## config.mk

```make
export PLATFORM = sky130hd
export DESIGN_NAME = sensor_startup_error_supervisor
export DESIGN_NICKNAME = d
export VERILOG_FILES = /design/src/startup_supervisor_pkg.sv /design/src/sensor_startup_error_supervisor.sv
export SDC_FILE = /design/constraint.sdc
export NUM_CORES = 1
export LEC_CHECK = 0
export BUFFER_PORTS_ARGS = -buffer_cell sky130_fd_sc_hd__buf_2
export CAP_MARGIN = 5
export CELL_PAD_IN_SITES_DETAIL_PLACEMENT = 1
export CELL_PAD_IN_SITES_GLOBAL_PLACEMENT = 1
export CORE_AREA = 2 2 84 147
export DETAILED_ROUTE_END_ITERATION = 7
export DIE_AREA = 0 0 86 149
export HOLD_SLACK_MARGIN = 0.15
export PLACE_DENSITY = 0.73
export RECOVER_POWER = 100
export SLEW_MARGIN = 25
export SYNTH_ARGS = -nofsm -noshare
export SYNTH_HDL_FRONTEND = slang
export SYNTH_SLANG_ARGS = --single-unit
```

## constraint.sdc

```tcl
create_clock -name ref_clk -period 3.5 [get_ports ref_clk]
set_input_delay 0.7 -clock ref_clk [delete_from_list [all_inputs] [get_ports ref_clk]]
set_output_delay 0.7 -clock ref_clk [all_outputs]
set_load 0.03 [all_outputs]
```

## src/startup_supervisor_pkg.sv

```systemverilog
// Package: constants and carrier types for the startup and error supervisor
`default_nettype none
package startup_supervisor_pkg;
    // Reference clock and sequencing clock
    localparam int unsigned REF_CLK_HZ       = 10_000_000;
    localparam int unsigned SEQ_CLK_HZ       = 200_000;
    localparam int unsigned SEQ_DIV_CYCLES   = REF_CLK_HZ / SEQ_CLK_HZ;
    // Startup time in microseconds, counted in sequencing ticks (rounded down)
    localparam int unsigned STARTUP_TIME_US  = 40;
    localparam int unsigned STARTUP_TICKS    = (STARTUP_TIME_US * (SEQ_CLK_HZ / 1000)) / 1000 > 0 ?
                                               (STARTUP_TIME_US * (SEQ_CLK_HZ / 1000)) / 1000 : 1;
    // Self-test square wave: 24 Hz, half period in sequencing ticks
    localparam int unsigned SELF_TEST_HZ     = 24;
    localparam int unsigned ST_HALF_TICKS    = SEQ_CLK_HZ / (2 * SELF_TEST_HZ);
    // Output codes: 12-bit output, mid-supply and self-test step of 1.3 g peak-to-peak
    localparam int unsigned OUT_W            = 12;
    localparam logic [11:0] OUT_MID          = 12'h800;
    localparam logic [11:0] ST_STEP          = 12'h02C;
    localparam int unsigned DIV_W            = 6;
    localparam int unsigned SEQ_W            = 4;
    localparam int unsigned ST_W             = 13;
    localparam logic [DIV_W-1:0] DIV_LAST    = DIV_W'(SEQ_DIV_CYCLES - 1);
    localparam logic [SEQ_W-1:0] SEQ_LAST    = SEQ_W'(STARTUP_TICKS - 1);
    localparam logic [ST_W-1:0]  ST_LAST     = ST_W'(ST_HALF_TICKS - 1);

    typedef enum {SEQ_OFF, SEQ_START, SEQ_RUN} seq_state_t;

    typedef struct packed {
        logic [11:0] pos;
        logic [11:0] neg;
    } diff_out_t;
endpackage : startup_supervisor_pkg
`default_nettype wire

```

## src/sensor_startup_error_supervisor.sv

```systemverilog
// Startup sequencer, reset and self-test output control and error flag
//
// Behaviour
// - External reset is active low; undriven it reads inactive high.
// - Self-test input is active high; undriven it reads inactive low.
// - Power-good stays low below threshold, then goes high and startup begins.
// - After a supply drop, power-good low until recovery, then full new startup.
// - Error flag high from power-on until startup sequence finishes.
// - External reset forces both outputs to mid-supply and error high.
// - Self-test adds a 24 Hz, 1.3 g peak-to-peak square wave.
// - Error high while power-good low, reset active, or overload present.
// - Overload resets readout and restarts startup until input is in range.
// - Sensor operational about 40 us after power-on detection.
// - Sequencing logic ticks at 200 kHz from the reference clock.
`timescale 1ns/10ps
`default_nettype none
module sensor_startup_error_supervisor
    import startup_supervisor_pkg::*;
(
    input  wire logic        ref_clk,
    input  wire logic        resetn,
    input  wire logic        supply_above_threshold,
    input  wire logic        ext_reset_n_in,
    input  wire logic        self_test_in,
    input  wire logic        overload_detect,
    input  wire logic [11:0] accel_in_pos,
    input  wire logic [11:0] accel_in_neg,
    output logic             power_good,
    output logic             error_flag,
    output logic             readout_reset,
    output logic [11:0]      accel_out_pos,
    output logic [11:0]      accel_out_neg
);
    // Any cause that invalidates outputs and restarts the sequence
    logic abort;
    assign abort = !supply_above_threshold || !ext_reset_n_in || overload_detect;

    // Sequencing tick divider
    logic [DIV_W-1:0] div_q, div_d;
    logic             tick;
    always_comb begin
        tick  = (div_q == DIV_LAST);
        div_d = tick ? '0 : div_q + DIV_W'(1);
    end
    always_ff @(posedge ref_clk or negedge resetn) begin
        if (!resetn) begin
            div_q <= '0;
        end else begin
            div_q <= div_d;
        end
    end

    // Startup sequence counter
    seq_state_t       state_q, state_d;
    logic [SEQ_W-1:0] seq_q, seq_d;
    logic             pg_q, pg_d;
    logic             err_q, err_d;
    logic             rdrst_q, rdrst_d;
    always_comb begin
        state_d = state_q;
        seq_d   = seq_q;
        pg_d    = supply_above_threshold;
        case (state_q)
            SEQ_OFF: begin
                seq_d = '0;
                if (supply_above_threshold && ext_reset_n_in && !overload_detect) begin
                    state_d = SEQ_START;
                end
            end
            SEQ_START: begin
                if (abort) begin
                    state_d = SEQ_OFF;
                    seq_d   = '0;
                end else if (tick) begin
                    if (seq_q == SEQ_LAST) begin
                        state_d = SEQ_RUN;
                    end else begin
                        seq_d = seq_q + SEQ_W'(1);
                    end
                end
            end
            SEQ_RUN: begin
                if (abort) begin
                    state_d = SEQ_OFF;
                    seq_d   = '0;
                end
            end
            default: begin
                state_d = SEQ_OFF;
                seq_d   = '0;
            end
        endcase
        // Error clears only once the running state is reached and no cause stands
        err_d   = !(state_d == SEQ_RUN);
        rdrst_d = overload_detect || (state_d == SEQ_OFF);
    end
    always_ff @(posedge ref_clk or negedge resetn) begin
        if (!resetn) begin
            state_q <= SEQ_OFF;
            seq_q   <= '0;
            pg_q    <= 1'b0;
            err_q   <= 1'b1;
            rdrst_q <= 1'b1;
        end else begin
            state_q <= state_d;
            seq_q   <= seq_d;
            pg_q    <= pg_d;
            err_q   <= err_d;
            rdrst_q <= rdrst_d;
        end
    end

    // Self-test square wave generator; runs only while self-test is held
    logic [ST_W-1:0] st_cnt_q, st_cnt_d;
    logic            st_phase_q, st_phase_d;
    always_comb begin
        st_cnt_d   = st_cnt_q;
        st_phase_d = st_phase_q;
        if (!self_test_in) begin
            st_cnt_d   = '0;
            st_phase_d = 1'b0;
        end else if (tick) begin
            if (st_cnt_q == ST_LAST) begin
                st_cnt_d   = '0;
                st_phase_d = !st_phase_q;
            end else begin
                st_cnt_d = st_cnt_q + ST_W'(1);
            end
        end
    end
    always_ff @(posedge ref_clk or negedge resetn) begin
        if (!resetn) begin
            st_cnt_q   <= '0;
            st_phase_q <= 1'b0;
        end else begin
            st_cnt_q   <= st_cnt_d;
            st_phase_q <= st_phase_d;
        end
    end

    // Output path; stimulus is added on top of real acceleration, so test only at rest
    diff_out_t out_q, out_d;
    always_comb begin
        out_d.pos = accel_in_pos;
        out_d.neg = accel_in_neg;
        if (!ext_reset_n_in) begin
            out_d.pos = OUT_MID;
            out_d.neg = OUT_MID;
        end else if (self_test_in) begin
            out_d.pos = st_phase_q ? accel_in_pos + ST_STEP : accel_in_pos - ST_STEP;
            out_d.neg = st_phase_q ? accel_in_neg - ST_STEP : accel_in_neg + ST_STEP;
        end
    end
    always_ff @(posedge ref_clk or negedge resetn) begin
        if (!resetn) begin
            out_q <= '{pos: OUT_MID, neg: OUT_MID};
        end else begin
            out_q <= out_d;
        end
    end

    assign power_good    = pg_q;
    assign error_flag    = err_q;
    assign readout_reset = rdrst_q;
    assign accel_out_pos = out_q.pos;
    assign accel_out_neg = out_q.neg;

    // Startup length counter used only by assertions; saturates so it never wraps to a short count
    logic [15:0] run_len_q, run_len_d;
    always_comb begin
        run_len_d = run_len_q;
        if (abort || state_q == SEQ_OFF) begin
            run_len_d = '0;
        end else if (run_len_q != 16'hFFFF) begin
            run_len_d = run_len_q + 16'h0001;
        end
    end
    always_ff @(posedge ref_clk or negedge resetn) begin
        if (!resetn) begin
            run_len_q <= '0;
        end else begin
            run_len_q <= run_len_d;
        end
    end

    a_reset_mid_out: assert property (@(posedge ref_clk) disable iff (!resetn)
        !ext_reset_n_in |=> (accel_out_pos == OUT_MID && accel_out_neg == OUT_MID && error_flag))
        else $error("outputs not at mid-supply during external reset");
    a_err_on_cause: assert property (@(posedge ref_clk) disable iff (!resetn)
        abort |=> error_flag)
        else $error("error flag low while a cause is present");
    a_pg_follows: assert property (@(posedge ref_clk) disable iff (!resetn)
        !supply_above_threshold |=> !power_good)
        else $error("power good high below threshold");
    a_err_till_done: assert property (@(posedge ref_clk) disable iff (!resetn)
        $fell(error_flag) |-> run_len_q >= 16'(STARTUP_TICKS * SEQ_DIV_CYCLES - SEQ_DIV_CYCLES))
        else $error("error released before startup finished");
    a_startup_bound: assert property (@(posedge ref_clk) disable iff (!resetn)
        run_len_q > 16'(STARTUP_TICKS * SEQ_DIV_CYCLES + SEQ_DIV_CYCLES + 2) |-> !error_flag)
        else $error("startup exceeded its length");
    a_overload_rst: assert property (@(posedge ref_clk) disable iff (!resetn)
        overload_detect |=> readout_reset && state_q == SEQ_OFF)
        else $error("overload did not reset readout");
    a_restart_zero: assert property (@(posedge ref_clk) disable iff (!resetn)
        $rose(power_good) |-> error_flag ##1 error_flag)
        else $error("sequence did not restart after supply recovery");
    a_tick_period: assert property (@(posedge ref_clk) disable iff (!resetn)
        tick |=> !tick [*2])
        else $error("sequencing tick too frequent");
    a_st_steady: assert property (@(posedge ref_clk) disable iff (!resetn)
        (self_test_in && !tick) |=> st_phase_q == $past(st_phase_q))
        else $error("self-test phase changed off tick");
    a_st_toggle: assert property (@(posedge ref_clk) disable iff (!resetn)
        (self_test_in && tick && st_cnt_q == ST_LAST) |=> st_phase_q != $past(st_phase_q))
        else $error("self-test phase did not toggle at half period");
    a_out_follow: assert property (@(posedge ref_clk) disable iff (!resetn)
        (ext_reset_n_in && !self_test_in) |=> (accel_out_pos == $past(accel_in_pos) && accel_out_neg == $past(accel_in_neg)))
        else $error("outputs altered without self-test or reset");
    a_tick_rate: assert property (@(posedge ref_clk) disable iff (!resetn)
        tick |-> ##50 tick)
        else $error("sequencing tick period wrong");
endmodule : sensor_startup_error_supervisor
`default_nettype wire

```

-- Yosys cells after proc, flatten, opt, wreduce, memory -nomap -nowiden
Index checks and enable logic that the tools add are counted.
- register bits: 83
- word-level logic and storage cells: 64
- add/subtract/negate cells: 7
- equal/unequal tests: 11
- mux-type cells: 22
- reductions and logical operators: 14
- operators by type and width (operator ; count):
    32-bit 2-to-1 mux ; 5
    32-bit one-hot mux with 3 select lines ; 1
    32-bit logical NOT ; 2
    24-bit 2-to-1 mux ; 2
    13-bit 2-to-1 mux ; 3
    32-bit by 1-bit == test with 1-bit output (second input constant) ; 1
    32-bit by 2-bit == test with 1-bit output (second input constant) ; 1
    32-bit by 3-bit == test with 1-bit output (second input constant) ; 1
    12-bit by 6-bit adder with 12-bit output (second input constant) ; 2
    12-bit 2-to-1 mux ; 2
    12-bit by 6-bit subtractor with 12-bit output (second input constant) ; 2
    4-bit 2-to-1 mux ; 4
    13-bit by 1-bit adder with 13-bit output (second input constant) ; 1
    13-bit == test (second input constant) ; 1
    4-bit one-hot mux with 2 select lines ; 1
    6-bit by 1-bit adder with 6-bit output (second input constant) ; 1
    6-bit == test (second input constant) ; 1
    6-bit 2-to-1 mux ; 1
    3-bit inequality test (second input constant) ; 2
    1-bit logical NOT ; 5
    4-bit by 1-bit adder with 4-bit output (second input constant) ; 1
    4-bit by 3-bit == test with 1-bit output (second input constant) ; 1
    2-bit by 1-bit inequality test with 1-bit output (second input constant) ; 2
    1-bit logical OR ; 3
    5 further kinds ; 8

-- Logic depth before layout (Yosys ltp)
Gate-level depths: netlist of the first run.
- word-level depth: 7
- depth in mapped cells: 9
- depth with buffers taken out: 8

-- Worst setup path after synthesis of the first run
Ideal clock, no wire load.
- path kind: reg-to-reg
- from: register st_phase_q
- to: register out_q (netlist bit accel_out_neg[11])
- setup time: 0.082 ns
- data arrival time: 2.489 ns
- data required time: 3.418 ns
- setup slack: 0.929 ns
- stages on the path, launching flop included: 10
- path buffers: 1
- cell sequence: dfrtp_1 -> clkbuf_1 -> inv_1 -> ha_1 -> a21o_1 -> a21oi_1 -> a21oi_1 -> o41ai_2 -> mux2i_1 -> mux2_2
- RTL lines (item ; line ; RTL):
    start: declaration ; sensor_startup_error_supervisor.sv:115 ; logic st_phase_q, st_phase_d;
    start signal: assignment ; sensor_startup_error_supervisor.sv:137 ; st_phase_q <= st_phase_d;
    end signal: assignment ; sensor_startup_error_supervisor.sv:156 ; out_q <= '{pos: OUT_MID, neg: OUT_MID};
    end signal: assignment ; sensor_startup_error_supervisor.sv:158 ; out_q <= out_d;
    end: declaration ; sensor_startup_error_supervisor.sv:142 ; diff_out_t out_q, out_d;

==> results_dict.tcl, run 1 <==
set metrics [dict create \
    cts_tree "yes" \
    outcome "complete, but fails checks" \
    synth_area_um2 3980 \
    ys.flop_type "dfrtp_1" \
    cts_hold_buf 0 \
    vias 3086 \
    internal_power_w 0.00157 \
    ant_nets 0 \
    final_nets 511 \
    total_leakage_power_nw 2.16 \
    ctsLongestPathBuffers 2 \
    clockRootBuffer "clkbuf_16" \
    reg2reg_slack_ns 0.84 \
    dieArea_um2 12800 \
    async_flop_share_pct 100 \
    power_frac_comb_pct 10.1 \
    swShare_pct 27.3 \
    antenna_found_initial 0 \
    max-slew-margin-rel_pct -35.3 \
    tns_ns 0 \
    synth.avg_cell_area_um2 10.9 \
    grt_use_total_pct 15.9 \
    grt_overflow_total 0 \
    r2r-end "accel_out_neg[11]$_DFF_PN1_" \
    fp.dieW_um 86 \
    endpoint_kind "flip-flop" \
    nFillCells 1349 \
    synth_edf_count 0 \
    area_growth_pct 19.3 \
    antennaDiodeCount 0 \
    maxCapViolations 1 \
    clk_pin_slew_ns 0.07 \
    fin_crit_ns 2.66 \
    min_path_type "in2reg" \
    whs_path_depth 1 \
    min_from "supply_above_threshold" \
    ys_ff_latch 83 \
    die_h_um 149 \
    gp_congestion 0.846 \
    clock_skew_ns 0.00726 \
    yosys_warnings 0 \
    final_common_cell "dfrtp_1" \
    pwr-share-seq_pct 47.0 \
    grt_max_degree 84 \
    power_density_nw_per_um2 454 \
    crit_path_start_kind "flip-flop" \
    final_cell_mix "dfrtp_1 (79), nor2_1 (44), clkbuf_1 (30), conb_1 (30), buf_2 (27)" \
    violations "capacitance limit, slew limit" \
    worstPathRequired_ns 3.77 \
    final_area_um2 4750 \
    ys_seq_area_share_pct 52.3 \
    first_pass_iters 4 \
    initial_core_util_pct 33.9 \
    fin_crit_sh_pct 76.0 \
    core_area_um2 11700 \
    rows 53 \
    final-hold-violation-count 0 \
    r2r.worst_path.cells 8 \
    rsz0062_at_grt "no" \
    ir_drop_v 0.000252 \
    viasPerCell 5.14 \
    cts_buffers 9 \
    max_freq_ghz 0.376 \
    cts.repair.resized 0 \
    layout-drive-gt1-share_pct 12.3 \
    pwr-share-clk_pct 42.9 \
    min_to "power_good$_DFF_PN0_" \
    synth.distinct_cells 53 \
    finalSetupViolCount 0 \
    remaining_drc_errors 0 \
    synth.top_cell.area_share_pct 49.6 \
    grt_pass1_wl_mm 15.9 \
    h-tree-depth 3 \
    cts_setup_buffers 0 \
    insertion_delay_ns 0.34 \
    switching_power_w 0.000589 \
    critical_path_class "reg2reg" \
    dpl_cell_area_um2 4530 \
    drv_slew 84 \
    portBuffers 56 \
    path_max_fanout 12 \
    syn_inst 366 \
    worstMarginPinSlew_ns 2.03 \
    clock_sinks 83 \
    rr_startpoint "st_phase_q$_DFFE_PN0P_" \
    dr.first_iter.drc_count 130 \
    pin_count 57 \
    synth.area.top_cells "dfrtp_1 (50%), ha_1 (6.6%), nor2_1 (4.1%)" \
    dpl.hpwl_mm 7.24 \
    wl_per_cell_um 16.1 \
    wl_mm 9.67 \
    grt_pass1_vias 3367 \
    yosys.area.top_type "dfrtp_1" \
    crit_arrival_ns 2.93 \
]
routing by layer:
metal	routed length [um]	global-route usage [%]	vias up
met5	0	0	-
met4	381	8.25	0
met3	368	3.43	24
met2	5310	29.3	57
met1	3610	16.4	1543
li1	-	-	1462
Yosys cell counts (5+ instances only):
cell type,number
nand4_1,9
nand2b_1,5
xor2_1,11
nand2_1,18
clkbuf_1,6
ha_1,21
nor2_1,44
inv_1,7
mux2i_1,9
nor4_1,7
a21oi_1,22
o21ai_0,14
dfrtp_1,79
a211oi_1,5
a21o_1,8
o21a_1,5
nand3_1,11
and2_1,6
nor3_1,7
nor2b_1,5
xnor2_1,11
state kept, by name, summed over array words and instances (netlist names):
name / cells
accel_out_neg: 12
accel_out_pos: 12
readout_reset: 1
power_good: 1
state_q: 32
div_q: 6
error_flag: 1
st_cnt_q: 13
st_phase_q: 1
seq_q: 4
layout make-up:
type | instances | area (um^2) | share of cell area [%]
Tap cell | 137 | 171 | 3.61
Clock inverter | 7 | 66.3 | 1.40
Multi-Input combinational cell | 295 | 1900 | 40.0
Clock buffer | 9 | 225 | 4.74
Sequential cell | 83 | 2080 | 43.8
Inverter | 8 | 30.0 | 0.632
Timing Repair Buffer | 61 | 275 | 5.79
worst max path at each step:
| stage | depth (start not counted) | end | from |
|---|---|---|---|
| detailed placement | 8 | accel_out_pos[9]$_DFF_PN0_ | accel_in_pos[3] |
| global placement | 8 | accel_out_pos[9]$_DFF_PN0_ | accel_in_pos[3] |
| floorplan | 9 | accel_out_neg[11]$_DFF_PN1_ | st_phase_q$_DFFE_PN0P_ |
| finish | 8 | accel_out_neg[11]$_DFF_PN1_ | st_phase_q$_DFFE_PN0P_ |
| CTS | 8 | accel_out_neg[11]$_DFF_PN1_ | st_phase_q$_DFFE_PN0P_ |
| global route | 8 | accel_out_neg[11]$_DFF_PN1_ | st_phase_q$_DFFE_PN0P_ |
power by group through the flow:
stage                     sequential, W  clock, W  combinational, W
final                           0.00101  0.000926          0.000218
after global routing            0.00102  0.000990          0.000243
after CTS                       0.00101  0.000956          0.000228
after detailed placement        0.00103         0          0.000228
after global placement          0.00103         0          0.000221
after floorplan                 0.00107         0         0.0000953
critical path, stage by stage, from the launching register on:
cell and delay, ns:
dfrtp_1 0.39, inv_1 0.41, ha_1 0.38, a21o_1 0.18
a21oi_1 0.18, a21oi_1 0.12, o41ai_1 0.33, mux2i_1 0.25
mux2_2 0.35
cells by family (layout without fill, tap and decap cells):
group	Yosys count	after routing	share of synthesized area, %
AND/OR/NAND/NOR	136	136	18.1
flip-flops	83	83	52.3
AO/OA/AOI/OAI	73	73	12.1
multiplexers	11	11	2.83
other	1	30	0.0941
adder cells (fa/ha/maj)	23	23	7.60
buffers and inverters	17	85	2.17
XOR/XNOR	22	22	4.84
metrics by stage:
stage / power, W / worst slack, ns / cells / hold WS (ns) / util, %
CTS: 0.00220 / 0.921 / 600 / 0.463 / 41.1
finish: 0.00216 / 0.839 / 600 / 0.479 / 40.5
floorplan: 0.00117 / 0.929 / 395 / 0.404 / -
detailed placement: 0.00126 / 0.876 / 584 / 0.481 / 38.6
global route: 0.00225 / 0.668 / 600 / 0.465 / 40.5
global placement: 0.00125 / 0.910 / 584 / 0.457 / 38.6
Note: power is estimated with default switching activity, not from simulation.
==> run 2, diff against run 1 <==
==> constraint.sdc (replaced) <==
create_clock -name ref_clk -period 2.6 [get_ports ref_clk]
set_input_delay 0.52 -clock ref_clk [delete_from_list [all_inputs] [get_ports ref_clk]]
set_output_delay 0.52 -clock ref_clk [all_outputs]
set_load 0.03 [all_outputs]
==> run 2 against run 1 <==
  * The run now ends clean
  * Via count is 0.68% lower
  * Worst setup slack got worse by 0.70 ns
  * Total power grew 34%
  * Routed wire length down 0.92%
  * Cell count up 0.83%
  * Sequential share of layout area is 0.15 points lower
  * Highest routed layer unchanged
==> results_dict.tcl, run 2 (synthesized netlist as in run 1, its figures left out) <==
set metrics [dict create \
    outcome "complete, no violations" \
    gp_congestion 0.843 \
    die_h_um 149 \
    endpoint_kind "flip-flop" \
    largest_register_ffs 32 \
    grt_pass1_vias 3447 \
    nFillCells 1358 \
    crit_path_start_kind "flip-flop" \
    pin_count 57 \
    worstPathRequired_ns 2.86 \
    cts_buffers 9 \
    drv_slew 0 \
    ir_drop_v 0.000302 \
    cts_hold_buf 0 \
    final_nets 516 \
    pwr-share-clk_pct 42.5 \
    antennaDiodeCount 0 \
    worstMarginPinSlew_ns 1.17 \
    switching_power_w 0.000777 \
    max-slew-margin-rel_pct 22.0 \
    ctsLongestPathBuffers 2 \
    antenna_found_initial 0 \
    maxCapViolations 0 \
    power_frac_comb_pct 10.2 \
    cts.repair.resized 0 \
    path_max_fanout 6 \
    total_leakage_power_nw 2.18 \
    initial_core_util_pct 33.9 \
    cts_setup_buffers 0 \
    rows 53 \
    wl_per_cell_um 15.8 \
    grt_pass1_wl_mm 16.4 \
    critical_path_class "reg2reg" \
    portBuffers 56 \
    layout-drive-gt1-share_pct 12.4 \
    dr.first_iter.drc_count 84 \
    regMostFlops "state_q" \
    fp.dieW_um 86 \
    grt_use_total_pct 16.3 \
    dpl.hpwl_mm 7.36 \
    reg2reg_slack_ns 0.14 \
    tns_ns 0 \
    insertion_delay_ns 0.33 \
    cts_tree "yes" \
    ant_nets 0 \
    clk_pin_slew_ns 0.07 \
    internal_power_w 0.00211 \
    grt_max_degree 49 \
    h-tree-depth 3 \
    final_cell_mix "dfrtp_1 (79), nor2_1 (44), clkbuf_1 (33), conb_1 (30), buf_2 (26)" \
    finalSetupViolCount 0 \
    clockRootBuffer "clkbuf_16" \
    remaining_drc_errors 0 \
    fin_crit_sh_pct 94.7 \
    swShare_pct 26.9 \
    clock_skew_ns 0.00529 \
    pwr-share-seq_pct 47.2 \
    clock_sinks 83 \
    power_density_nw_per_um2 606 \
    top_regs "state_q x32, st_cnt_q x13" \
    dieArea_um2 12800 \
    final-hold-violation-count 0 \
    first_pass_iters 4 \
    fin_crit_ns 2.46 \
    vias 3065 \
    power.total_w 0.00289 \
    wl_mm 9.58 \
    crit_arrival_ns 2.72 \
    min_path_type "in2reg" \
    core_area_um2 11700 \
    max_freq_ghz 0.406 \
    grt_overflow_total 0 \
    timing.hold.ws_ns 0.314 \
    area_growth_pct 19.7 \
    viasPerCell 5.07 \
    final_common_cell "dfrtp_1" \
    rsz0062_at_grt "no" \
]
-- run 2: cell types whose count changed in the layout (fill, tap and decap cells not counted), sizes merged --
cell / before / now
clkinv: 1 / 2
clkinvlp: 2 / 1
buf: 30 / 32
clkbuf: 40 / 43
-- run 2: per-stage QoR --
step | instances | utilization, % | setup WS [ns] | area, um^2
3_5_place_dp | 589 | 38.9 | 0.123 | 4570
2_1_floorplan | 395 | - | 0.0293 | 4090
5_1_grt | 605 | 40.6 | 0.0120 | 4770
4_1_cts | 605 | 41.4 | 0.194 | 4860
6_report | 605 | 40.6 | 0.137 | 4770
3_3_place_gp | 589 | 38.9 | 0.201 | 4570
-- run 2: worst paths after layout --
check | endpoint | start | cells after the start
min in group asynchronous | state_q[22]$_DFF_PN0_ | resetn | 1
hold reg to reg | state_q[0]$_DFF_PN0_ | state_q[1]$_DFF_PN0_ | 1
max in group asynchronous | accel_out_neg[2]$_DFF_PN0_ | resetn | 2
setup / recovery | accel_out_neg[11]$_DFF_PN1_ | st_phase_q$_DFFE_PN0P_ | 8
hold / removal | power_good$_DFF_PN0_ | supply_above_threshold | 1
setup reg to reg | accel_out_neg[11]$_DFF_PN1_ | st_phase_q$_DFFE_PN0P_ | 8
-- run 2: per-layer routing --
layer	wire [um]	vias to the layer above	global-route usage [%]
li1	-	1474	-
met1	3610	1532	17.2
met2	5510	45	30.9
met3	292	14	3.10
met4	176	0	6.75
met5	0	-	0
-- run 2: area by class of cell --
cell class                 instances  area, um^2  share of cell area [%]
clock inverter                     7        65.1                    1.36
sequential                        83        2080                    43.7
inverter                           8        30.0                   0.630
clock buffer                       9         225                    4.72
multi-input combinational        295        1890                    39.6
tap                              137         171                    3.60
timing repair buffer              66         304                    6.38
-- run 2: worst max-delay path, stage by stage (launching register included) --
cell	delay, ns
dfrtp_1	0.41
inv_1	0.23
ha_1	0.33
a21o_1	0.17
a21oi_1	0.18
a21oi_1	0.13
o41ai_1	0.34
mux2i_1	0.24
mux2_2	0.35
-- run 2: power groups by stage --
stage                     Combinational [W]  Sequential, W  Clock, W
after detailed placement           0.000310        0.00139         0
after global placement             0.000301        0.00139         0
after CTS                          0.000311        0.00136   0.00127
after floorplan                    0.000128        0.00144         0
final                              0.000295        0.00136   0.00123
after global routing               0.000332        0.00137   0.00132
